**config.mk**
```make
export PLATFORM = sky130hd
export DESIGN_NAME = fda_top
export DESIGN_NICKNAME = d
export VERILOG_FILES = /design/src/hw/fda_pkg.sv /design/src/hw/fda_sync.sv /design/src/hw/fda_fault_latch.sv /design/src/hw/fda_top.sv
export SDC_FILE = /design/constraint.sdc
export NUM_CORES = 1
export LEC_CHECK = 0
export ABC_AREA = 1
export ABC_CLOCK_PERIOD_IN_PS = 3200
export BUFFER_PORTS_ARGS = -buffer_cell sky130_fd_sc_hd__buf_2
export CAP_MARGIN = 5
export CORE_UTILIZATION = 53
export DETAILED_ROUTE_END_ITERATION = 8
export GPL_ROUTABILITY_DRIVEN = 0
export HOLD_SLACK_MARGIN = 0.06
export PLACE_DENSITY = 0.83
export SLEW_MARGIN = 25
export SYNTH_ARGS = -nofsm -noshare
export SYNTH_HDL_FRONTEND = slang
export SYNTH_SLANG_ARGS = --single-unit
```
**constraint.sdc**
```tcl
create_clock -name sys_clk -period 3.2 [get_ports sys_clk]
set_input_delay 0.48 -clock sys_clk [delete_from_list [all_inputs] [get_ports sys_clk]]
set_output_delay 0.48 -clock sys_clk [all_outputs]
set_load 0.03 [all_outputs]
```
**src/hw/fda_pkg.sv**
```systemverilog
package fda_pkg;

  // ----------------------------------------------------------------
  // Bus geometry
  // ----------------------------------------------------------------
  localparam int FDA_AW = 8;
  localparam int FDA_DW = 32;

  // ----------------------------------------------------------------
  // Register byte offsets
  // ----------------------------------------------------------------
  localparam logic [FDA_AW-1:0] FDA_OFS_FAULT0 = 8'h00;
  localparam logic [FDA_AW-1:0] FDA_OFS_FAULT1 = 8'h04;
  localparam logic [FDA_AW-1:0] FDA_OFS_CONFIG = 8'h08;
  localparam logic [FDA_AW-1:0] FDA_OFS_CTRL = 8'h0c;
  localparam logic [FDA_AW-1:0] FDA_OFS_STATUS = 8'h10;

  // ----------------------------------------------------------------
  // Fault register fields
  // ----------------------------------------------------------------
  localparam int FDA_FAULT_W = 15;
  localparam int FB_UV = 0;
  localparam int FB_OV = 1;
  localparam int FB_TSD = 2;
  localparam int FB_HOT = 3;
  localparam int FB_COLD = 4;
  localparam int FB_SHORT = 5;
  localparam int FB_OPEN = 5;
  localparam int FB_STALL = 6;
  localparam int FB_SUMMARY = 15;
  localparam logic [FDA_FAULT_W-1:0] FDA_FAULT_RESET = 15'h0000;

  // ----------------------------------------------------------------
  // Control, config and status fields
  // ----------------------------------------------------------------
  localparam int CB_DIAGNOSTIC_OUTPUT_PIN_CLR = 0;
  localparam int CB_FAULT_RST = 1;
  localparam int CFG_SEL_LSB = 0;
  localparam int SB_BRIDGE_EN = 0;
  localparam int SB_THRESH_LOW = 1;
  localparam int SB_FAULT_FLAG_N = 2;
  localparam int SB_ARMED = 3;
  localparam int SB_VDD_UV = 4;

  // ----------------------------------------------------------------
  // Types
  // ----------------------------------------------------------------
  typedef enum logic [1:0] {
    FDA_DIAGNOSTIC_OUTPUT_PIN_FAULT = 2'h0,
    FDA_DIAGNOSTIC_OUTPUT_PIN_STALL = 2'h1,
    FDA_DIAGNOSTIC_OUTPUT_PIN_PWM = 2'h2,
    FDA_DIAGNOSTIC_OUTPUT_PIN_TEMP = 2'h3
  } fda_diagnostic_output_pin_sel_t;

  localparam fda_diagnostic_output_pin_sel_t FDA_CONFIG_RESET = FDA_DIAGNOSTIC_OUTPUT_PIN_FAULT;

  typedef enum logic [1:0] {
    FDA_ARM_WAIT = 2'b01,
    FDA_ARM_DONE = 2'b10
  } fda_arm_t;

  typedef struct packed {
    logic cyc;
    logic stb;
    logic we;
    logic [FDA_AW-1:0] adr;
    logic [3:0] sel;
    logic [FDA_DW-1:0] dat;
  } fda_wb_req_t;

  typedef struct packed {
    logic [FDA_DW-1:0] dat;
    logic ack;
  } fda_wb_rsp_t;

  typedef struct packed {
    logic vbb_ov;
    logic vbb_uv;
    logic regulator_output_uv;
    logic vdd_uv;
    logic temp_hot;
    logic temp_cold;
    logic overtemp;
    logic bridge_short;
    logic bridge_open;
  } fda_mon_t;

  localparam int FDA_MON_W = $bits(fda_mon_t);

endpackage : fda_pkg

```
**src/hw/fda_sync.sv**
```systemverilog
module fda_sync #(
  parameter int W = 1
) (
  input logic sys_clk,
  input logic reset,
  input logic [W-1:0] async_in,
  output logic [W-1:0] stable_out
);

  logic [W-1:0] s1_reg;
  logic [W-1:0] s2_reg;
  logic [W-1:0] s3_reg;
  logic [W-1:0] stable_reg;
  logic [W-1:0] stable_next;

  // Accept a bit only when stages two and three agree
  always_comb
  begin
    for (int i = 0; i < W; i++)
    begin
      stable_next[i] = (s2_reg[i] == s3_reg[i]) ? s3_reg[i] : stable_reg[i];
    end
  end

  // Three-stage chain plus filtered output
  always_ff @(posedge sys_clk or posedge reset)
  begin
    if (reset)
    begin
      s1_reg <= '0;
      s2_reg <= '0;
      s3_reg <= '0;
      stable_reg <= '0;
    end
    else
    begin
      s1_reg <= async_in;
      s2_reg <= s1_reg;
      s3_reg <= s2_reg;
      stable_reg <= stable_next;
    end
  end

  assign stable_out = stable_reg;

endmodule : fda_sync

```
**src/hw/fda_fault_latch.sv**
```systemverilog
module fda_fault_latch #(
  parameter int W = 15
) (
  input logic sys_clk,
  input logic cold_reset,
  input logic [W-1:0] set_in,
  input logic clear,
  output logic [W-1:0] bits_out
);

  logic [W-1:0] bits_reg;
  logic [W-1:0] bits_next;

  // Sticky bits, a new event beats the clear
  always_comb
  begin
    bits_next = clear ? set_in : (bits_reg | set_in);
  end

  // Only the first power-up resets these bits
  always_ff @(posedge sys_clk or posedge cold_reset)
  begin
    if (cold_reset)
    begin
      bits_reg <= '0;
    end
    else
    begin
      bits_reg <= bits_next;
    end
  end

  assign bits_out = bits_reg;

endmodule : fda_fault_latch

```
**src/hw/fda_top.sv**
```systemverilog
// Notes on behaviour
// - Diagnostic pin shows fault flag after reset
// - Fault flag low while fault or short
// - Pin may carry stall, PWM or temperature
// - Bit 15 ORs all fault bits except stall
// - Summary flag out when strobe falls
// - Fault bits stick until diagnostic reset
// - Overvoltage disables outputs, non-latched
// - Motor undervoltage flags, selects low threshold
// - No motor undervoltage selects high threshold
// - Regulator undervoltage disables outputs, non-latched
// - Logic undervoltage disables outputs, no summary
// - Logic reset spares the fault bits
// - Shared undervoltage bit ORs both monitors
// - High threshold held until supply first good
//
// Added by the designer: the Wishbone register port and the address map.
module fda_top (
  input logic sys_clk,
  input logic reset,
  input logic cold_reset,
  input fda_pkg::fda_wb_req_t wb_req,
  output fda_pkg::fda_wb_rsp_t wb_rsp,
  input fda_pkg::fda_mon_t mon_pins,
  input logic stall_detect_n,
  input logic pwm_on_phase_a,
  input logic serial_strobe_n,
  output logic diagnostic_output_pin,
  output logic diagnostic_output_pin_analog_sel,
  output logic bridge_enable,
  output logic regulator_output_uv_thresh_low,
  output logic serial_sdo_first
);
  import fda_pkg::*;

  // ----------------------------------------------------------------
  // Input synchronisation
  // ----------------------------------------------------------------
  fda_mon_t mon;
  logic [FDA_MON_W:0] pin_sync;
  logic strobe_n_s;

  fda_sync #(
    .W(FDA_MON_W + 1)
  ) u_sync (
    .sys_clk(sys_clk),
    .reset(reset),
    .async_in({!serial_strobe_n, mon_pins}),
    .stable_out(pin_sync)
  );

  assign mon = fda_mon_t'(pin_sync[FDA_MON_W-1:0]);
  assign strobe_n_s = !pin_sync[FDA_MON_W]; // Stored inverted, reset reads as idle

  // ----------------------------------------------------------------
  // State declarations
  // ----------------------------------------------------------------
  fda_wb_rsp_t rsp_reg;
  fda_wb_rsp_t rsp_next;
  fda_diagnostic_output_pin_sel_t sel_reg;
  fda_diagnostic_output_pin_sel_t sel_next;
  fda_arm_t arm_reg;
  fda_arm_t arm_next;
  logic short_reg;
  logic short_next;
  logic summary_reg;
  logic summary_next;
  logic pin_reg;
  logic pin_next;
  logic analog_reg;
  logic analog_next;
  logic bridge_reg;
  logic bridge_next;
  logic thresh_reg;
  logic thresh_next;
  logic sdo_reg;
  logic sdo_next;
  logic [3:0] settle_reg;
  logic [3:0] settle_next;
  logic settled;
  logic bus_req;
  logic wr_take;
  logic diagnostic_output_pin_clear;
  logic fault_reset;
  logic fault_present;
  logic disable_cause;
  logic [FDA_FAULT_W-1:0] set0;
  logic [FDA_FAULT_W-1:0] set1;
  logic [FDA_FAULT_W-1:0] fault0_q;
  logic [FDA_FAULT_W-1:0] fault1_q;
  logic [FDA_FAULT_W-1:0] summary_mask;

  // ----------------------------------------------------------------
  // Bus decode
  // ----------------------------------------------------------------

  // Write acts at the edge where the master sees ack
  assign bus_req = wb_req.cyc && wb_req.stb;
  assign wr_take = bus_req && wb_req.we && rsp_reg.ack && wb_req.sel[0];
  assign diagnostic_output_pin_clear = wr_take && (wb_req.adr == FDA_OFS_CTRL) && wb_req.dat[CB_DIAGNOSTIC_OUTPUT_PIN_CLR];
  assign fault_reset = wr_take && (wb_req.adr == FDA_OFS_CTRL) && wb_req.dat[CB_FAULT_RST];

  // ----------------------------------------------------------------
  // Fault capture
  // ----------------------------------------------------------------

  // Event vectors for both diagnostic registers
  always_comb
  begin
    set0 = '0;
    set1 = '0;
    set0[FB_UV] = mon.vbb_uv | mon.regulator_output_uv;
    set1[FB_UV] = mon.vbb_uv | mon.regulator_output_uv;
    set0[FB_OV] = mon.vbb_ov;
    set1[FB_OV] = mon.vbb_ov;
    set0[FB_TSD] = mon.overtemp;
    set1[FB_TSD] = mon.overtemp;
    set0[FB_HOT] = mon.temp_hot;
    set1[FB_HOT] = mon.temp_hot;
    set0[FB_COLD] = mon.temp_cold;
    set1[FB_COLD] = mon.temp_cold;
    set0[FB_SHORT] = mon.bridge_short;
    set1[FB_OPEN] = mon.bridge_open;
    set1[FB_STALL] = !stall_detect_n;
  end

  // Sticky banks, untouched by the logic reset
  fda_fault_latch #(
    .W(FDA_FAULT_W)
  ) u_fault0 (
    .sys_clk(sys_clk),
    .cold_reset(cold_reset),
    .set_in(set0),
    .clear(diagnostic_output_pin_clear),
    .bits_out(fault0_q)
  );

  fda_fault_latch #(
    .W(FDA_FAULT_W)
  ) u_fault1 (
    .sys_clk(sys_clk),
    .cold_reset(cold_reset),
    .set_in(set1),
    .clear(diagnostic_output_pin_clear),
    .bits_out(fault1_q)
  );

  // Stall bit stays out of the summary
  assign summary_mask = ~(FDA_FAULT_W'(1) << FB_STALL);

  // ----------------------------------------------------------------
  // Protection and pin logic
  // ----------------------------------------------------------------

  // Live fault and output disable causes, plus the latched short
  always_comb
  begin
    fault_present = mon.vbb_ov | mon.vbb_uv | mon.regulator_output_uv | mon.temp_hot
      | mon.temp_cold | mon.overtemp | mon.bridge_open | short_reg;
    disable_cause = mon.vbb_ov | mon.regulator_output_uv | mon.vdd_uv | mon.overtemp
      | short_reg;
    settled = settle_reg[3]; // Sync chain refilled since reset
  end

  // Next values for protection, pin and bus state
  always_comb
  begin
    short_next = fault_reset ? mon.bridge_short : (short_reg | mon.bridge_short);
    settle_next = {settle_reg[2:0], 1'b1};
    bridge_next = settled && !disable_cause;
    summary_next = |((fault0_q | fault1_q) & summary_mask);
    sdo_next = strobe_n_s ? 1'b0 : summary_reg;
    arm_next = arm_reg;
    thresh_next = 1'b0;
    case (arm_reg)
      FDA_ARM_WAIT:
      begin
        if (settled && !mon.vbb_uv)
        begin
          arm_next = FDA_ARM_DONE;
        end
      end
      FDA_ARM_DONE: thresh_next = mon.vbb_uv;
      default: arm_next = FDA_ARM_WAIT;
    endcase
    analog_next = 1'b0;
    case (sel_reg)
      FDA_DIAGNOSTIC_OUTPUT_PIN_FAULT: pin_next = !fault_present;
      FDA_DIAGNOSTIC_OUTPUT_PIN_STALL: pin_next = stall_detect_n;
      FDA_DIAGNOSTIC_OUTPUT_PIN_PWM: pin_next = pwm_on_phase_a;
      FDA_DIAGNOSTIC_OUTPUT_PIN_TEMP:
      begin
        pin_next = 1'b0;
        analog_next = 1'b1;
      end
      default: pin_next = !fault_present;
    endcase
    sel_next = sel_reg;
    if (wr_take && (wb_req.adr == FDA_OFS_CONFIG))
    begin
      sel_next = fda_diagnostic_output_pin_sel_t'(wb_req.dat[CFG_SEL_LSB +: 2]);
    end
    rsp_next.ack = bus_req && !rsp_reg.ack;
    rsp_next.dat = '0;
    if (bus_req && !rsp_reg.ack && !wb_req.we)
    begin
      case (wb_req.adr)
        FDA_OFS_FAULT0: rsp_next.dat = {16'h0000, summary_reg, fault0_q};
        FDA_OFS_FAULT1: rsp_next.dat = {16'h0000, summary_reg, fault1_q};
        FDA_OFS_CONFIG: rsp_next.dat = {30'h0, sel_reg};
        FDA_OFS_STATUS:
        begin
          rsp_next.dat[SB_BRIDGE_EN] = bridge_reg;
          rsp_next.dat[SB_THRESH_LOW] = thresh_reg;
          rsp_next.dat[SB_FAULT_FLAG_N] = !fault_present;
          rsp_next.dat[SB_ARMED] = (arm_reg == FDA_ARM_DONE);
          rsp_next.dat[SB_VDD_UV] = mon.vdd_uv;
        end
        default: rsp_next.dat = '0;
      endcase
    end
  end

  // Register all logic state; pin shows fault flag out of reset
  always_ff @(posedge sys_clk or posedge reset)
  begin
    if (reset)
    begin
      rsp_reg <= '0;
      sel_reg <= FDA_CONFIG_RESET;
      arm_reg <= FDA_ARM_WAIT;
      short_reg <= 1'b0;
      summary_reg <= 1'b0;
      pin_reg <= 1'b1;
      analog_reg <= 1'b0;
      bridge_reg <= 1'b0;
      thresh_reg <= 1'b0;
      sdo_reg <= 1'b0;
      settle_reg <= '0;
    end
    else
    begin
      rsp_reg <= rsp_next;
      sel_reg <= sel_next;
      arm_reg <= arm_next;
      short_reg <= short_next;
      summary_reg <= summary_next;
      pin_reg <= pin_next;
      analog_reg <= analog_next;
      bridge_reg <= bridge_next;
      thresh_reg <= thresh_next;
      sdo_reg <= sdo_next;
      settle_reg <= settle_next;
    end
  end

  assign wb_rsp = rsp_reg;
  assign diagnostic_output_pin = pin_reg;
  assign diagnostic_output_pin_analog_sel = analog_reg;
  assign bridge_enable = bridge_reg;
  assign regulator_output_uv_thresh_low = thresh_reg;
  assign serial_sdo_first = sdo_reg;
endmodule : fda_top

```
== Yosys cells after proc, flatten, opt, wreduce, memory -nomap -nowiden ==
Index checks and enable logic that the tools add are counted.
Cells by class
  equal/unequal tests: 20
  multiplexer cells: 12
  bitwise operators: 17
  reductions and logical operators: 23
Operators with widths (count)
  $mux 15: 2
  $pmux 11 s2: 1
  $pmux 5 s4: 1
  $eq 8x4->1 const B: 2
  $mux 16: 1
  $or 15x15->15: 1
  $or 15x6->15: 1
  $or 15x7->15: 1
  $reduce_or 14->1: 1
  $or 1x1->1: 13
  $logic_and 1x1->1: 12
  $eq 1x1->1: 10
  $eq 8x3->1 const B: 1
  $eq 8x5->1 const B: 1
  $logic_not 8->1: 1
  $logic_not 1->1: 7
  $eq 2x2->1 const B: 3
  $eq 2x1->1 const B: 2
  $mux 1: 4
  $pmux 1 s4: 1
  $pmux 2 s2: 1
  $logic_not 2->1: 1
  $mux 2: 1
  $ne 2x2->1 const B: 1
  other kinds (2): 2
Storage, ports and cells
  bits in registers: 118
  input port bits: 62
  output and inout bits: 38

== Depth between registers and ports, before layout ==
  depth after elaboration: 10
  gate-level depth with buffers: 8
  gate-level depth less buffers: 8

== By module ==
Synthesis repeated with hierarchy kept, for this count alone.
Unflattened totals
  cells, all modules: 429
  area, all modules: 3976.3 um^2
Modules (own cells, without submodules)
  fda_top: instances 1, cells an instance 222, area an instance 1677.9 um^2, seq. area each 803.3 um^2
  fda_sync: instances 1, cells an instance 81, area an instance 1167.4 um^2, seq. area each 1001.0 um^2
  fda_fault_latch: instances 2, cells an instance 63, area an instance 565.5 um^2, seq. area each 375.4 um^2

== Worst setup path after synthesis ==
OpenSTA, ideal clock, no wires.
  path type: register -> register
  start: register rsp_reg, in the netlist wb_rsp[0]
  end: register u_fault1.bits_reg[0], in the netlist u_fault1.bits_out[0]
  data arrival time: 1.255 ns
  setup slack: 1.826 ns
  stages on the path, launching flop included: 7
  buffers on the path: 1
  cells stage by stage: dfrtp_1 -> nand3_1 -> nor2_8 -> nand3_4 -> buf_6 -> nand2_1 -> nand2_1
Between the ends
  longest elaborated chain between the ends: 5
Ends and longest elaborated chain
  start: declaration: line fda_top.sv:58  | fda_wb_rsp_t rsp_reg;
  start signal: assignment: line fda_top.sv:243  | rsp_reg <= rsp_next;
  $logic_and 1x1->1 (2 in series): line fda_top.sv:99  | assign wr_take = bus_req && wb_req.we && rsp_reg.ack && wb_req.sel[0];
  $logic_and 1x1->1 (2 in series): line fda_top.sv:100  | assign diagnostic_output_pin_clear = wr_take && (wb_req.adr == FDA_OFS_CTRL) && wb_req.dat[CB_DIAGNOSTIC_OUTPU ...
  $mux 15: line fda_fault_latch.sv:17  | bits_next = clear ? set_in : (bits_reg | set_in);
  named net u_fault1.bits_next[0]: line fda_fault_latch.sv:12  | logic [W-1:0] bits_next;
  end signal: assignment: line fda_fault_latch.sv:29  | bits_reg <= bits_next;
  end: declaration: line fda_fault_latch.sv:11  | logic [W-1:0] bits_reg;
The timed path passes the listed nets, and every way through them passes these cells.
A chain may end at the register's enable or synchronous reset.

== Final worst setup path ==
  start: register pin_reg, in the netlist diagnostic_output_pin
  end: output diagnostic_output_pin
RTL lines
  start: declaration: line fda_top.sv:68  | logic pin_reg;
  start signal: assignment: line fda_top.sv:248  | pin_reg <= pin_next;
  end: declaration: line fda_top.sv:28  | output logic diagnostic_output_pin,
No word-level cell between the ends.

==> results.toml <==
[outcome]
status = "complete, no violations"

[worst_setup_path]
r2r_end = "u_fault1.bits_out[1]"
r2r_slack_ps = 1960
cp_slowest_cell = "dfstp_2"
path_cells = "buf_2"
crit_arrival_ps = 1050
worst_path_largest_cell_delay_ps = 520
ff2ff_path_depth = 5
end_kind = "output port"
critPathTopFamily = "flip-flops"
start_kind = "register"
regToRegStartpoint = "wb_rsp[0]"
criticalPathCategory = "register to output port"
cp_max_fo = 1
worstPathBufferInverterCount = 1
crit_required_ps = 2720

[min_path]
hold_path.class = "primary input to async pin"

[placed_design]
pre_cts_ws_ps = 1690
port_buffers = 50
dpl-instance-area_um2 = 3220
post-dp-hpwl_um = 3300
placedCellCount = 391

[sta]
rsz0062_at_grt = "false"
fin_crit_sh_pct = 47.7
finalHoldViolations = 0
max_clock_freq_ghz = 0.655
relSlewSlack_pct = 64.6
worst_slew_pin_slew_ps = 532
post-route-min-period_ps = 1530
skew_ps = 7.99
fin_tns_setup_ps = 0
layout_setup_ws_ps = 1670
setup_viol = 0
whs_ps = 119
slew_viol_final = 0

[clock_network]
clkSinkCount = 78
cts_root_buf = "clkbuf_8"
cts_max_level = 3
cts_tree = "done"
worstSkewPairLatency_ps = 350
path_clk_slew_ps = 70
cts_resized = 0
cts_max_path_buffers = 2
post_cts_buffers = 0
cts_hold_buffers = 0
cts_buffers = 9

[final_layout]
postLayoutCoreUtil_pct = 62.8
area_growth_syn_to_layout_pct = 14.6
nets = 392
n_antenna_cell = 0
stdcell_count = 407
drive_above_1_share_pct = 26.0
finalInstanceArea_um2 = 3440

[yosys]
synth_mux_area_share_pct = 0
synth_xor_area_share_pct = 0
syn_avg_cell_area_um2 = 10.9
synth_adder_area_share_pct = 3.34
synth_top_cell_by_area = "dfrtp_1"
synth_compound_area_share_pct = 0.459
ys_ff_latch = 78
yosysSeqAreaShare_pct = 65.1
synth_top_family_by_area = "simple AND/OR/NAND/NOR gates"
synth_top_area_share_pct = 63.4
synth.area.top_cells = "dfrtp_1 63%, nand2_1 8.1%, buf_4 5.8%"
netlist_instances = 276
yosysWarnings = 0
syn_area_um2 = 3000
synth-simple-area-share_pct = 21.2
yosys.cell_types.count = 21

[power]
pwr-share-seq_pct = 53.1
peakVddDrop_v = 0.000337
switching_power_uw = 455
pwr-share-comb_pct = 7.1
leakagePower_nw = 1.79
p_int_mw = 1.52
p_sw_share_pct = 23.0
powerDensity_nw_per_um2 = 576
clock_power_share_pct = 39.9
finalPower_mw = 1.98

[global_route]
grt_max_degree = 45
grt-ovfl-total = 0
track_usage_pct = 17.7
grt_pass1_vias = 1765
grt_pass1_wl_um = 7780
antenna_found_initial = 0

[floorplan]
std_cell_rows = 27
num_io_pins = 100
die_w_um = 77.2
core-area_um2 = 5470
initial_core_util_pct = 54.8
dieArea_um2 = 5970
fp.dieH_um = 77.2

[routing]
finalWirelength_um = 4690
viasPerCell = 4.63
vias = 1883
drt-wirelength-per-cell_um = 11.5
drt.antenna.violating_nets = 0
firstDrtPassIters = 4
route.detailed.drc = 0
drt_iter0_drc = 95

[job]
drv_cap = 0
## synthesized netlist by cell type
library cell  count
nor4_1            3
buf_4            23
dfstp_2           2
nor2_4            5
nor3_1            2
nor3_2            1
nor2_1           24
dfrtp_1          76
nand3_1          19
buf_6             1
nand2_4           1
nor2_8            1
nor2_2            4
inv_1            28
nand2_1          65
conb_1            2
nand3_4           1
maj3_1           10
a22o_1            1
nand2_2           6
a21oi_1           1
## layer usage
metal / wire (um) / track usage (%)
met1: 2020 / 20.7
met2: 2280 / 27.9
met3: 230 / 4.40
met4: 157 / 13.8
met5: 0 / 0
## cell families (layout without fill, tap and decap cells)
| group | Yosys count | count (layout) |
|---|---|---|
| AO/OA/AOI/OAI | 2 | 2 |
| adder cells (fa/ha/maj) | 10 | 10 |
| buffers and inverters | 52 | 95 |
| flip-flops | 78 | 78 |
| other | 2 | 18 |
| AND/OR/NAND/NOR | 132 | 132 |
## cells in the final DEF, fill, tap and decap left out, types with 2 or more instances in the layout
master	synthesis	layout
buf_2	0	50
bufinv_16	0	2
clkbuf_1	0	2
clkbuf_8	0	10
clkinv_2	0	2
conb_1	2	18
dfrtp_1	76	76
dfstp_2	2	2
inv_1	28	27
maj3_1	10	10
nand2_1	65	65
nand2_2	6	6
nand3_1	19	19
nor2_1	24	24
nor2_2	4	4
nor2_4	5	5
nor3_1	2	2
nor4_1	3	3
## power by group through the flow
stage | clock network (mW) | logic, mW | registers, mW
global placement | 0 | 0.135 | 1.07
finish | 0.790 | 0.140 | 1.05
global route | 0.845 | 0.155 | 1.06
floorplan | 0 | 0.112 | 1.07
detailed placement | 0 | 0.140 | 1.07
CTS | 0.805 | 0.142 | 1.05
## cell type report
type	count	area, um^2
inverter	28	105
sequential	78	1950
tap	72	90.1
multi-input combinational	162	817
fill	439	2030
clock buffer	12	145
clock inverter	4	70.1
timing repair buffer	51	258
## worst max-delay path by stage
stage / startpoint / to / slack [ps] / cells after the start
detailed placement: wb_req[37] / wb_rsp[2] / 1690 / 8
global placement: wb_req[37] / wb_rsp[4] / 1730 / 8
CTS: diagnostic_output_pin / diagnostic_output_pin / 1660 / 1
global route: diagnostic_output_pin / diagnostic_output_pin / 1650 / 1
finish: diagnostic_output_pin / diagnostic_output_pin / 1670 / 1
floorplan: reset / arm_reg[1] / 1100 / 1
(Power assumes the default switching activity.)
